<file path="config.mk">
export PLATFORM = sky130hd
export DESIGN_NAME = sram_host_ctrl
export DESIGN_NICKNAME = d
export VERILOG_FILES = /design/src/sram_host_pkg.sv /design/src/sram_cycle_timer.sv /design/src/sram_host_ctrl.sv
export SDC_FILE = /design/constraint.sdc
export NUM_CORES = 1
export LEC_CHECK = 0
export ABC_CLOCK_PERIOD_IN_PS = 3400
export BUFFER_PORTS_ARGS = -buffer_cell sky130_fd_sc_hd__buf_2
export CAP_MARGIN = 20
export CORE_MARGIN = 3
export CORE_UTILIZATION = 53
export DETAILED_ROUTE_END_ITERATION = 16
export HOLD_SLACK_MARGIN = 0.05
export PLACE_DENSITY = 0.83
export SLEW_MARGIN = 5
export SYNTH_ARGS = -nofsm -noshare
export SYNTH_HDL_FRONTEND = slang
export SYNTH_HIERARCHICAL = 1
export SYNTH_SLANG_ARGS = --single-unit
</file>
<file path="constraint.sdc">
create_clock -name i_mclk -period 3.4 [get_ports i_mclk]
set_clock_uncertainty 0.15 [all_clocks]
set_input_delay 0.68 -clock i_mclk [delete_from_list [all_inputs] [get_ports i_mclk]]
set_output_delay 0.68 -clock i_mclk [all_outputs]
set_load 0.01 [all_outputs]
</file>
<file path="src/sram_host_pkg.sv">
// constants and types for the asynchronous static memory host controller
// Functional notes
// RQ1 - 512K byte locations, 19-bit address, 8-bit data
// RQ2 - write strobe stays high during reads
// RQ3 - write happens while select and strobe low
// RQ4 - address valid before select falls in reads
// RQ5 - strobe pulse exceeds turn-off plus data overlap
// RQ6 - select falling after strobe keeps outputs off
// RQ7 - host never drives while memory drives
// RQ8 - old data held 10 ns after address change
// RQ9 - data valid 45/55 ns after select
// RQ10 - data valid 25/30 ns after output enable
// RQ11 - outputs stay off 10 ns after select
// RQ12 - outputs stay off 5 ns after enable
// RQ13 - outputs off within 15/20 ns of deselect
// RQ14 - outputs off within 15/20 ns of disable
// RQ15 - outputs off within 15/20 ns of strobe
// RQ16 - address valid 40/50 ns before write end
// RQ17 - select low 40/50 ns before write end
// RQ18 - write data valid 20/25 ns before end
// RQ19 - write data hold after end is 0 ns
// RQ20 - outputs resume 5 ns after strobe ends
// RQ21 - deselect before retention, 0 ns minimum
// RQ22 - wait one read cycle after retention
// RQ23 - deselected memory ignores enables, stays off
package sram_host_pkg;
    localparam int ADDR_W = 19;
    localparam int DATA_W = 8;
    localparam int CNT_W = 4;
    localparam int SYNC_STAGES = 2;
    localparam int CLK_PERIOD_NS = 40;
    // speed grade figures, fast then slow; deselect turn-off for the slow grade only
    localparam int T_ACE_FAST_NS = 45;
    localparam int T_ACE_SLOW_NS = 55;
    localparam int T_OE_FAST_NS = 25;
    localparam int T_OE_SLOW_NS = 30;
    localparam int T_CW_FAST_NS = 40;
    localparam int T_CW_SLOW_NS = 50;
    localparam int T_WHZ_FAST_NS = 15;
    localparam int T_WHZ_SLOW_NS = 20;
    localparam int T_DW_FAST_NS = 20;
    localparam int T_DW_SLOW_NS = 25;
    localparam int T_RC_FAST_NS = 45;
    localparam int T_RC_SLOW_NS = 55;
    localparam int T_CHZ_SLOW_NS = 20;

    // least times round up to whole clock cycles
    function automatic int ns_to_cyc(input int ns);
        int c;
        c = (ns + CLK_PERIOD_NS - 1) / CLK_PERIOD_NS;
        return (c < 1) ? 1 : c;
    endfunction

    function automatic int max2(input int a, input int b);
        return (a > b) ? a : b;
    endfunction

    localparam int RD_CYC_FAST = ns_to_cyc(max2(T_ACE_FAST_NS, T_OE_FAST_NS));
    localparam int RD_CYC_SLOW = ns_to_cyc(max2(T_ACE_SLOW_NS, T_OE_SLOW_NS));
    localparam int WR_CYC_FAST = max2(ns_to_cyc(T_CW_FAST_NS),
        ns_to_cyc(T_WHZ_FAST_NS + T_DW_FAST_NS + 1));
    localparam int WR_CYC_SLOW = max2(ns_to_cyc(T_CW_SLOW_NS),
        ns_to_cyc(T_WHZ_SLOW_NS + T_DW_SLOW_NS + 1));
    localparam int RC_CYC_FAST = ns_to_cyc(T_RC_FAST_NS);
    localparam int RC_CYC_SLOW = ns_to_cyc(T_RC_SLOW_NS);
    // one deselected cycle must cover the bus release time
    localparam int TURN_CYC = ns_to_cyc(T_CHZ_SLOW_NS);

    localparam logic [ADDR_W-1:0] ADDR_RST = 19'h00000;
    localparam logic [DATA_W-1:0] DATA_RST = 8'h00;

    typedef enum logic [3:0] {
        ST_IDLE,
        ST_RD_SETUP,
        ST_RD_WAIT,
        ST_RD_END,
        ST_WR_SETUP,
        ST_WR_PULSE,
        ST_WR_END,
        ST_RETAIN,
        ST_RECOVER
    } host_state_t;
endpackage

</file>
<file path="src/sram_cycle_timer.sv">
// down counter that times the phases of a memory access
module sram_cycle_timer #(
    parameter int CNT_W = 4
) (
    input wire logic i_mclk,               // system clock
    input wire logic i_sys_rst,            // synchronous reset, high
    input wire logic i_load,               // load a new count
    input wire logic [CNT_W-1:0] i_count,  // cycles minus one
    output logic o_zero                    // count has run out
);
    logic [CNT_W-1:0] count_r;
    logic [CNT_W-1:0] count_nxt;

    always_comb begin
        count_nxt = count_r;
        if (i_load) begin
            count_nxt = i_count;
        end else if (count_r != '0) begin
            count_nxt = count_r - 1'b1;
        end
    end

    always_ff @(posedge i_mclk) begin
        if (i_sys_rst) begin
            count_r <= '0;
        end else begin
            count_r <= count_nxt;
        end
    end

    assign o_zero = (count_r == '0);
endmodule

</file>
<file path="src/sram_host_ctrl.sv">
// host controller driving a 512K x 8 asynchronous static memory
module sram_host_ctrl #(
    parameter bit FAST_GRADE = 1'b0
) (
    input wire logic i_mclk,                                // 25 MHz clock
    input wire logic i_sys_rst,                             // sync reset
    input wire logic i_req_valid,                           // request
    input wire logic i_req_write,                           // 1 write
    input wire logic [sram_host_pkg::ADDR_W-1:0] i_req_addr, // address
    input wire logic [sram_host_pkg::DATA_W-1:0] i_req_wdata, // data
    output logic o_req_ready,                               // accept
    output logic o_rd_valid,                                // read pulse
    output logic [sram_host_pkg::DATA_W-1:0] o_rd_data,     // read byte
    output logic o_wr_done,                                 // write pulse
    input wire logic i_retain,                              // retention
    output logic o_retained,                                // in retention
    output logic [sram_host_pkg::ADDR_W-1:0] o_word_address, // pins
    output logic o_cs_n,                                    // chip select
    output logic o_oe_n,                                    // out enable
    output logic o_we_n,                                    // write strobe
    input wire logic [sram_host_pkg::DATA_W-1:0] i_byte_data_bus, // in
    output logic [sram_host_pkg::DATA_W-1:0] o_byte_data_bus, // out
    output logic o_byte_data_bus_oe_n                       // drive, low
);
    localparam int CW = sram_host_pkg::CNT_W;
    localparam int RD_CYC = (FAST_GRADE ? sram_host_pkg::RD_CYC_FAST
        : sram_host_pkg::RD_CYC_SLOW) + sram_host_pkg::SYNC_STAGES;
    localparam int WR_CYC = FAST_GRADE ? sram_host_pkg::WR_CYC_FAST
        : sram_host_pkg::WR_CYC_SLOW;
    localparam int RC_CYC = FAST_GRADE ? sram_host_pkg::RC_CYC_FAST
        : sram_host_pkg::RC_CYC_SLOW;
    localparam logic [CW-1:0] RD_LOAD = CW'(RD_CYC - 1);
    localparam logic [CW-1:0] WR_LOAD = CW'(WR_CYC - 1);
    localparam logic [CW-1:0] RC_LOAD = CW'(RC_CYC - 1);
    localparam logic [CW-1:0] TURN_LOAD = CW'(sram_host_pkg::TURN_CYC - 1);

    sram_host_pkg::host_state_t state_r;
    sram_host_pkg::host_state_t state_nxt;
    logic [sram_host_pkg::ADDR_W-1:0] addr_r;
    logic [sram_host_pkg::ADDR_W-1:0] addr_nxt;
    logic [sram_host_pkg::DATA_W-1:0] wdata_r;
    logic [sram_host_pkg::DATA_W-1:0] wdata_nxt;
    logic [sram_host_pkg::DATA_W-1:0] rdata_r;
    logic [sram_host_pkg::DATA_W-1:0] rdata_nxt;
    logic cs_n_r;
    logic cs_n_nxt;
    logic oe_n_r;
    logic oe_n_nxt;
    logic we_n_r;
    logic we_n_nxt;
    logic drive_n_r;
    logic drive_n_nxt;
    logic rd_valid_r;
    logic rd_valid_nxt;
    logic wr_done_r;
    logic wr_done_nxt;
    logic [sram_host_pkg::DATA_W-1:0] dq_meta_r;
    logic [sram_host_pkg::DATA_W-1:0] dq_sync_r;
    logic tmr_load;
    logic [CW-1:0] tmr_count;
    logic tmr_zero;

    sram_cycle_timer #(
        .CNT_W(CW)
    ) u_timer (
        .i_mclk(i_mclk),
        .i_sys_rst(i_sys_rst),
        .i_load(tmr_load),
        .i_count(tmr_count),
        .o_zero(tmr_zero)
    );

    always_comb begin
        state_nxt = state_r;
        addr_nxt = addr_r;
        wdata_nxt = wdata_r;
        rdata_nxt = rdata_r;
        cs_n_nxt = cs_n_r;
        oe_n_nxt = oe_n_r;
        we_n_nxt = we_n_r;
        drive_n_nxt = drive_n_r;
        rd_valid_nxt = 1'b0;
        wr_done_nxt = 1'b0;
        tmr_load = 1'b0;
        tmr_count = '0;
        o_req_ready = 1'b0;
        case (state_r)
            sram_host_pkg::ST_IDLE: begin
                cs_n_nxt = 1'b1; // RQ23
                oe_n_nxt = 1'b1;
                we_n_nxt = 1'b1;
                drive_n_nxt = 1'b1; // RQ19
                if (i_retain) begin
                    state_nxt = sram_host_pkg::ST_RETAIN; // RQ21
                end else begin
                    o_req_ready = 1'b1;
                    if (i_req_valid) begin
                        // full 19-bit word address, one byte per access
                        addr_nxt = i_req_addr; // RQ1
                        wdata_nxt = i_req_wdata;
                        if (i_req_write) begin
                            // strobe first, select later keeps outputs off
                            we_n_nxt = 1'b0; // RQ6
                            drive_n_nxt = 1'b0; // RQ7
                            state_nxt = sram_host_pkg::ST_WR_SETUP;
                        end else begin
                            state_nxt = sram_host_pkg::ST_RD_SETUP;
                        end
                    end
                end
            end
            sram_host_pkg::ST_RD_SETUP: begin
                // address has stood a cycle before select falls
                cs_n_nxt = 1'b0; // RQ4
                oe_n_nxt = 1'b0;
                we_n_nxt = 1'b1; // RQ2
                tmr_load = 1'b1;
                tmr_count = RD_LOAD;
                state_nxt = sram_host_pkg::ST_RD_WAIT;
            end
            sram_host_pkg::ST_RD_WAIT: begin
                // wait covers access time plus the input synchroniser
                if (tmr_zero) begin
                    rdata_nxt = dq_sync_r; // RQ9 RQ10
                    rd_valid_nxt = 1'b1;
                    cs_n_nxt = 1'b1;
                    oe_n_nxt = 1'b1;
                    tmr_load = 1'b1;
                    tmr_count = TURN_LOAD;
                    state_nxt = sram_host_pkg::ST_RD_END;
                end
            end
            sram_host_pkg::ST_RD_END: begin
                // deselected turnaround so the memory releases the bus
                if (tmr_zero) begin
                    state_nxt = sram_host_pkg::ST_IDLE; // RQ13 RQ14
                end
            end
            sram_host_pkg::ST_WR_SETUP: begin
                cs_n_nxt = 1'b0; // RQ3
                tmr_load = 1'b1;
                tmr_count = WR_LOAD;
                state_nxt = sram_host_pkg::ST_WR_PULSE;
            end
            sram_host_pkg::ST_WR_PULSE: begin
                // select, address and data stand the whole pulse
                if (tmr_zero) begin
                    cs_n_nxt = 1'b1; // RQ16 RQ17 RQ18 RQ5
                    state_nxt = sram_host_pkg::ST_WR_END;
                end
            end
            sram_host_pkg::ST_WR_END: begin
                we_n_nxt = 1'b1;
                drive_n_nxt = 1'b1; // RQ19
                wr_done_nxt = 1'b1;
                state_nxt = sram_host_pkg::ST_IDLE;
            end
            sram_host_pkg::ST_RETAIN: begin
                cs_n_nxt = 1'b1; // RQ21
                if (!i_retain) begin
                    tmr_load = 1'b1;
                    tmr_count = RC_LOAD;
                    state_nxt = sram_host_pkg::ST_RECOVER;
                end
            end
            sram_host_pkg::ST_RECOVER: begin
                if (tmr_zero) begin
                    state_nxt = sram_host_pkg::ST_IDLE; // RQ22
                end
            end
            default: begin
                state_nxt = sram_host_pkg::ST_IDLE;
                cs_n_nxt = 1'b1;
                oe_n_nxt = 1'b1;
                we_n_nxt = 1'b1;
                drive_n_nxt = 1'b1;
            end
        endcase
    end

    always_ff @(posedge i_mclk) begin
        if (i_sys_rst) begin
            state_r <= sram_host_pkg::ST_IDLE;
            addr_r <= sram_host_pkg::ADDR_RST;
            wdata_r <= sram_host_pkg::DATA_RST;
            rdata_r <= sram_host_pkg::DATA_RST;
            cs_n_r <= 1'b1;
            oe_n_r <= 1'b1;
            we_n_r <= 1'b1;
            drive_n_r <= 1'b1;
            rd_valid_r <= 1'b0;
            wr_done_r <= 1'b0;
            dq_meta_r <= sram_host_pkg::DATA_RST;
            dq_sync_r <= sram_host_pkg::DATA_RST;
        end else begin
            state_r <= state_nxt;
            addr_r <= addr_nxt;
            wdata_r <= wdata_nxt;
            rdata_r <= rdata_nxt;
            cs_n_r <= cs_n_nxt;
            oe_n_r <= oe_n_nxt;
            we_n_r <= we_n_nxt;
            drive_n_r <= drive_n_nxt;
            rd_valid_r <= rd_valid_nxt;
            wr_done_r <= wr_done_nxt;
            dq_meta_r <= i_byte_data_bus;
            dq_sync_r <= dq_meta_r;
        end
    end

    assign o_word_address = addr_r;
    assign o_cs_n = cs_n_r;
    assign o_oe_n = oe_n_r;
    assign o_we_n = we_n_r;
    assign o_byte_data_bus = wdata_r;
    assign o_byte_data_bus_oe_n = drive_n_r;
    assign o_rd_data = rdata_r;
    assign o_rd_valid = rd_valid_r;
    assign o_wr_done = wr_done_r;
    assign o_retained = (state_r == sram_host_pkg::ST_RETAIN);
endmodule

</file>
---- Word-level counts from Yosys, hierarchy flattened ----
Index checks and enable logic that the tools add are counted.
word-level totals
  flip-flop bits (word level) ............. 65
  input bits .............................. 40
  output and inout port bits .............. 43
  word-level logic and storage cells ...... 74
operators by class
  add/subtract/negate cells ............... 1
  equal/unequal tests ..................... 14
  multiplexer cells ....................... 25
  bitwise logic cells ..................... 4
  reduce and logical (&&, ||, !) cells .... 17
operator list
  cell                 number
  $mux 4               8
  $pmux 4 s7           1
  $eq 4x3->1 const B   4
  $reduce_or 6->1      2
  $mux 1               9
  $pmux 1 s3           3
  $eq 4x2->1 const B   2
  $logic_not 4->1      2
  $reduce_or 2->1      4
  $reduce_or 7->1      1
  $ne 2x2->1 const B   3
  $pmux 2 s3           1
  $reduce_and 2->1     3
  $reduce_and 5->1     1
  $eq 4x1->1 const B   1
  $eq 4x4->1 const B   1
  $ne 2x1->1 const B   2
  $not 1->1            4
  $pmux 1 s2           2
  $reduce_bool 4->1    1
  $sub 4x1->4 const B  1
  $mux 3               1
  $ne 3x3->1 const B   1
  $reduce_and 3->1     1
  other kinds (2)      2

---- Longest topological paths before layout ----
  depth in word-level cells ............... 4
  depth in mapped cells ................... 8
  gate-level depth less buffers ........... 8

---- By module ----
The synthesis kept the hierarchy.
modules (own cells, without submodules)
  module            instances  cells each  area each (um2)  sequential area each (um2)
  sram_host_ctrl    1          268         2,306.0          1,221.2
  sram_cycle_timer  1          24          229.0            80.1

---- Worst setup path after synthesis ----
No wires, ideal clock.
  path type ............................... input to output
  from .................................... input i_retain
  to ...................................... output o_req_ready
  arrival time ............................ 1.253 ns
  data required time ...................... 2.570 ns
  setup slack ............................. 1.317 ns
  cell stages on the path ................. 2
  buffers on the path ..................... 0
  cells stage by stage .................... or4_4 > inv_2
on the way
  cells in the longest elaborated chain, start to end .. 2
ends and longest elaborated chain
  what         line                  RTL
  from (decl)  sram_host_ctrl.sv:15  input wire logic i_retain,
  $mux 1       sram_host_ctrl.sv:93  if (i_retain) begin
  $mux 1       sram_host_ctrl.sv:87  case (state_r)
  to (decl)    sram_host_ctrl.sv:11  output logic o_req_ready,
Every way passes these cells.

---- Worst setup path in the final report ----
  from .................................... register state_r[3]
  to ...................................... output o_req_ready
on the way
  cells in the longest elaborated chain, start to end .. 2
ends and longest elaborated chain
  what                    line                   RTL
  from (decl)             sram_host_ctrl.sv:37   sram_host_pkg::host_state_t state_r;
  from (signal assigned)  sram_host_ctrl.sv:183  state_r <= sram_host_pkg::ST_IDLE;
  from (signal assigned)  sram_host_ctrl.sv:196  state_r <= state_nxt;
  $logic_not 4->1         sram_host_ctrl.sv:87
  $mux 1                  sram_host_ctrl.sv:87
Every way passes these cells.

==> results.py <==
metrics = {
    "finish": {
        "fillCellCount": 370,
        "post_layout_inst_area_um2": 3140,
        "final_net_count": 410,
        "final_layout_size_suffix_gt1_frac": 0.294,
        "finish.cell_count_without_fillers": 426,
        "area_growth_syn_to_layout_pct": 23.7,
        "n_antenna_cell": 0,
    },
    "setup_path": {
        "cp_startpoint_kind": "flop",
        "arr_time_crit_path_ns": 1.81,
        "timing.rr.start": "state_r[3]$_SDFFE_PP0P_",
        "worst_ep_required_time_ns": 2.57,
        "timing.critical_path.buf_inv": 2,
        "slowest_stage": "sky130_fd_sc_hd__dfxtp_1",
        "worstPathCellList": "or2_1, or4_4, inv_2, buf_2",
        "worstSetupEndpointType": "primary output",
        "critPathLaunch": "state_r[3]$_SDFFE_PP0P_",
        "critical_path_peak_fanout": 15,
        "cpPeakStageDelay_ns": 0.46,
        "critPathTopFamily": "simple AND/OR/NAND/NOR gates",
        "worst-setup-path-type": "flop to primary output",
    },
    "sta": {
        "slew-limit-headroom": 0.442,
        "final.setup.worst_slack_ns": 0.758,
        "period_minus_ws_final_ns": 2.64,
        "timing.final.crit_share": 0.777,
        "setup_repair_after_global_routing_missed_its_margin": "false",
        "timing.final.hold_violations": 0,
        "maxClockFrequency_mhz": 378,
        "setup_viol_count_final": 0,
        "whs_ns": 0.285,
        "tightest_slew_ns": 0.836,
        "final-max-slew-violation-count": 0,
        "tns_ns": 0,
    },
    "power_and_ir_drop": {
        "ir_worst_vdd_mv": 0.459,
        "leakagePower_uw": 0.00142,
        "comb_power_share": 0.283,
        "sequentialPowerShare": 0.426,
        "sw_frac_of_total": 0.342,
        "switchingPower_uw": 780,
        "power_per_cell_area_nw_per_um2": 728,
        "internal_power_uw": 1500,
        "power.clock.fraction": 0.290,
    },
    "yosys": {
        "netlist-cell-type-count": 42,
        "ys_ff_latch": 65,
        "synth-seq-area-share": 0.513,
        "synth_warnings": 6,
        "synthesis.area_per_instance_um2": 8.68,
        "syn-cell-area_um2": 2530,
        "synthCells": 292,
    },
    "drt": {
        "wl_per_cell_um": 12.8,
        "drcViolationCount": 0,
        "num_vias": 2194,
        "route.final.wire_length_um": 5470,
        "avgViaCountPerCell": 5.15,
        "drt_pre_antenna_iters": 5,
        "first_iter_violations": 129,
        "ant_nets": 0,
    },
    "floorplan": {
        "die-height_um": 75.2,
        "die_area_um2": 5650,
        "design.portCount": 83,
        "initial_util": 0.567,
        "core_area_um2": 4470,
        "die_width_um": 75.2,
        "floorplan.rows": 24,
    },
    "placed_design": {
        "post-place-ws_ns": 0.820,
        "place.port_buffers": 82,
        "place_inst": 410,
        "gpl.final_weighted_congestion": 0.822,
        "dp_hpwl_um": 3650,
        "total_cell_area_at_the_placement_stage_um2": 2930,
    },
    "clocking": {
        "tritoncts_num_sinks": 65,
        "ctsResizeCount": 0,
        "clock_tree.root_cell": "sky130_fd_sc_hd__clkbuf_8",
        "cts.htree.levels": 3,
        "cts_setup_buffers": 0,
        "cts_tree": "done",
        "ctsHoldBuffers": 0,
        "cts.clk_slew.worst_paths_ns": 0.08,
        "clk_latency_worst_skew_pair_ns": 0.33,
        "clock_tree.buffer_depth": 2,
        "cts_made_buffers": 9,
    },
    "job": {
        "drv.max_cap_violation_count": 0,
    },
    "global_route": {
        "antenna_found_initial": 0,
        "grtUsageTotal": 0.202,
        "number_of_global_route_vias_before_repair": 1957,
        "grt_remaining_overflow": 0,
        "grt_pass1_wl_um": 8680,
        "largest_net_degree_at_the_start_of_global_routing": 48,
    },
    "hold_path": {
        "holdCritPathClass": "flop to flop",
        "min-delay-start": "dq_meta_r[3]$_SDFF_PP0_",
    },
    "run_status": {
        "run_status": "finished clean",
    },
}
==> layout by cell type, fill, tap and decap left out, types with 4 or more instances in the layout <==
cell type,synthesis,routed
sky130_fd_sc_hd__xnor2_1,4,4
sky130_fd_sc_hd__clkbuf_8,0,9
sky130_fd_sc_hd__o21ai_0,4,4
sky130_fd_sc_hd__nand2b_1,8,8
sky130_fd_sc_hd__dfxtp_1,65,65
sky130_fd_sc_hd__nand2_1,64,64
sky130_fd_sc_hd__o22ai_1,4,4
sky130_fd_sc_hd__buf_2,2,82
sky130_fd_sc_hd__a21oi_1,33,33
sky130_fd_sc_hd__nor3_1,5,5
sky130_fd_sc_hd__mux2i_1,8,8
sky130_fd_sc_hd__nor2b_1,20,20
sky130_fd_sc_hd__nor2_1,21,21
==> cells in the mapped netlist, drive strengths merged <==
master | number | area, um2
dfxtp | 65 | 1300
nand2b | 8 | 50.1
nand3b | 2 | 15.0
or3 | 1 | 6.26
a2111o | 1 | 11.3
o21ai | 4 | 20.0
o221ai | 1 | 15.0
mux2 | 1 | 11.3
nor2b | 20 | 125
xnor2 | 4 | 35.0
mux2i | 8 | 80.1
and2 | 1 | 6.26
a21oi | 33 | 165
nor4b | 1 | 8.76
and3b | 2 | 18.8
inv | 4 | 15.0
nand2 | 64 | 240
o21bai | 1 | 7.51
ha | 1 | 12.5
or2 | 4 | 25.0
buf | 5 | 43.8
a2111oi | 1 | 8.76
clkbuf | 14 | 52.6
nor3 | 6 | 35.0
a31oi | 1 | 6.26
and3 | 1 | 6.26
o32ai | 2 | 17.5
nor2 | 21 | 78.8
conb | 1 | 3.75
nor3b | 3 | 33.8
a311oi | 1 | 8.76
a21o | 3 | 22.5
or4 | 1 | 11.3
o22ai | 4 | 25.0
nor4 | 1 | 6.26
nand3 | 1 | 5.00
==> cells by family (layout without fill, tap and decap cells) <==
group / count (synthesis) / after routing / share of synthesized area
AOI/OAI and AO/OA: 52 / 52 / 0.121
xor gates and xnor gates: 4 / 4 / 0.0138
buffers and inverters: 23 / 104 / 0.0439
muxes: 9 / 9 / 0.0360
adders and majority gates: 1 / 1 / 0.00494
DFF: 65 / 65 / 0.513
and+or+nand+nor: 137 / 137 / 0.265
other: 1 / 2 / 0.00148
==> layer usage <==
layer  wire (um)  share of wire  global-route usage
met5           0              0                   0
met3         372          0.068              0.0654
met1        2350           0.43               0.251
met2        2650           0.48               0.314
met4          97          0.018              0.0990
==> final cells by class <==
cell class	instances	area, um2	area share
multi-input cells	205	1130	0.359
inverters	4	15.0	0.00479
well taps	52	65.1	0.0208
flip-flops and latches	65	1300	0.415
clock inverters	7	78.8	0.0251
repair buffers	84	425	0.136
clock buffers	9	124	0.0395
==> registers in the layout, summed over array words and instances (netlist names) <==
signal                count
dq_meta_r                 8
state_r                   4
o_byte_data_bus           8
dq_sync_r                 8
u_timer/count_r           4
o_rd_data                 8
o_wr_done                 1
o_byte_data_bus_oe_n      1
o_rd_valid                1
o_oe_n                    1
o_word_address           19
o_cs_n                    1
o_we_n                    1
==> power by group through the flow <==
stage / sequential, uW / combinational, uW / clock, uW
after floorplan: 952 / 517 / 0
after global placement: 983 / 622 / 0
after detailed placement: 987 / 642 / 0
after CTS: 972 / 649 / 679
after global routing: 991 / 720 / 712
final: 973 / 646 / 663
==> final timing paths <==
path / endpoint / slack (ns) / depth (start not counted)
worst max register to register: o_word_address[11]$_SDFFE_PP0P_ / 0.89 / 7
worst min-delay path: dq_sync_r[3]$_SDFF_PP0_ / 0.29 / 1
worst max-delay path: o_req_ready / 0.76 / 4
worst min register to register: dq_sync_r[3]$_SDFF_PP0_ / 0.29 / 1
==> through the flow <==
stage	util	power, uW
final	0.701	2280
after global routing	0.701	2420
after CTS	0.701	2300
after detailed placement	0.655	1630
after global placement	0.655	1600
after floorplan	-	1470
Power figures use the tool's default switching activity.
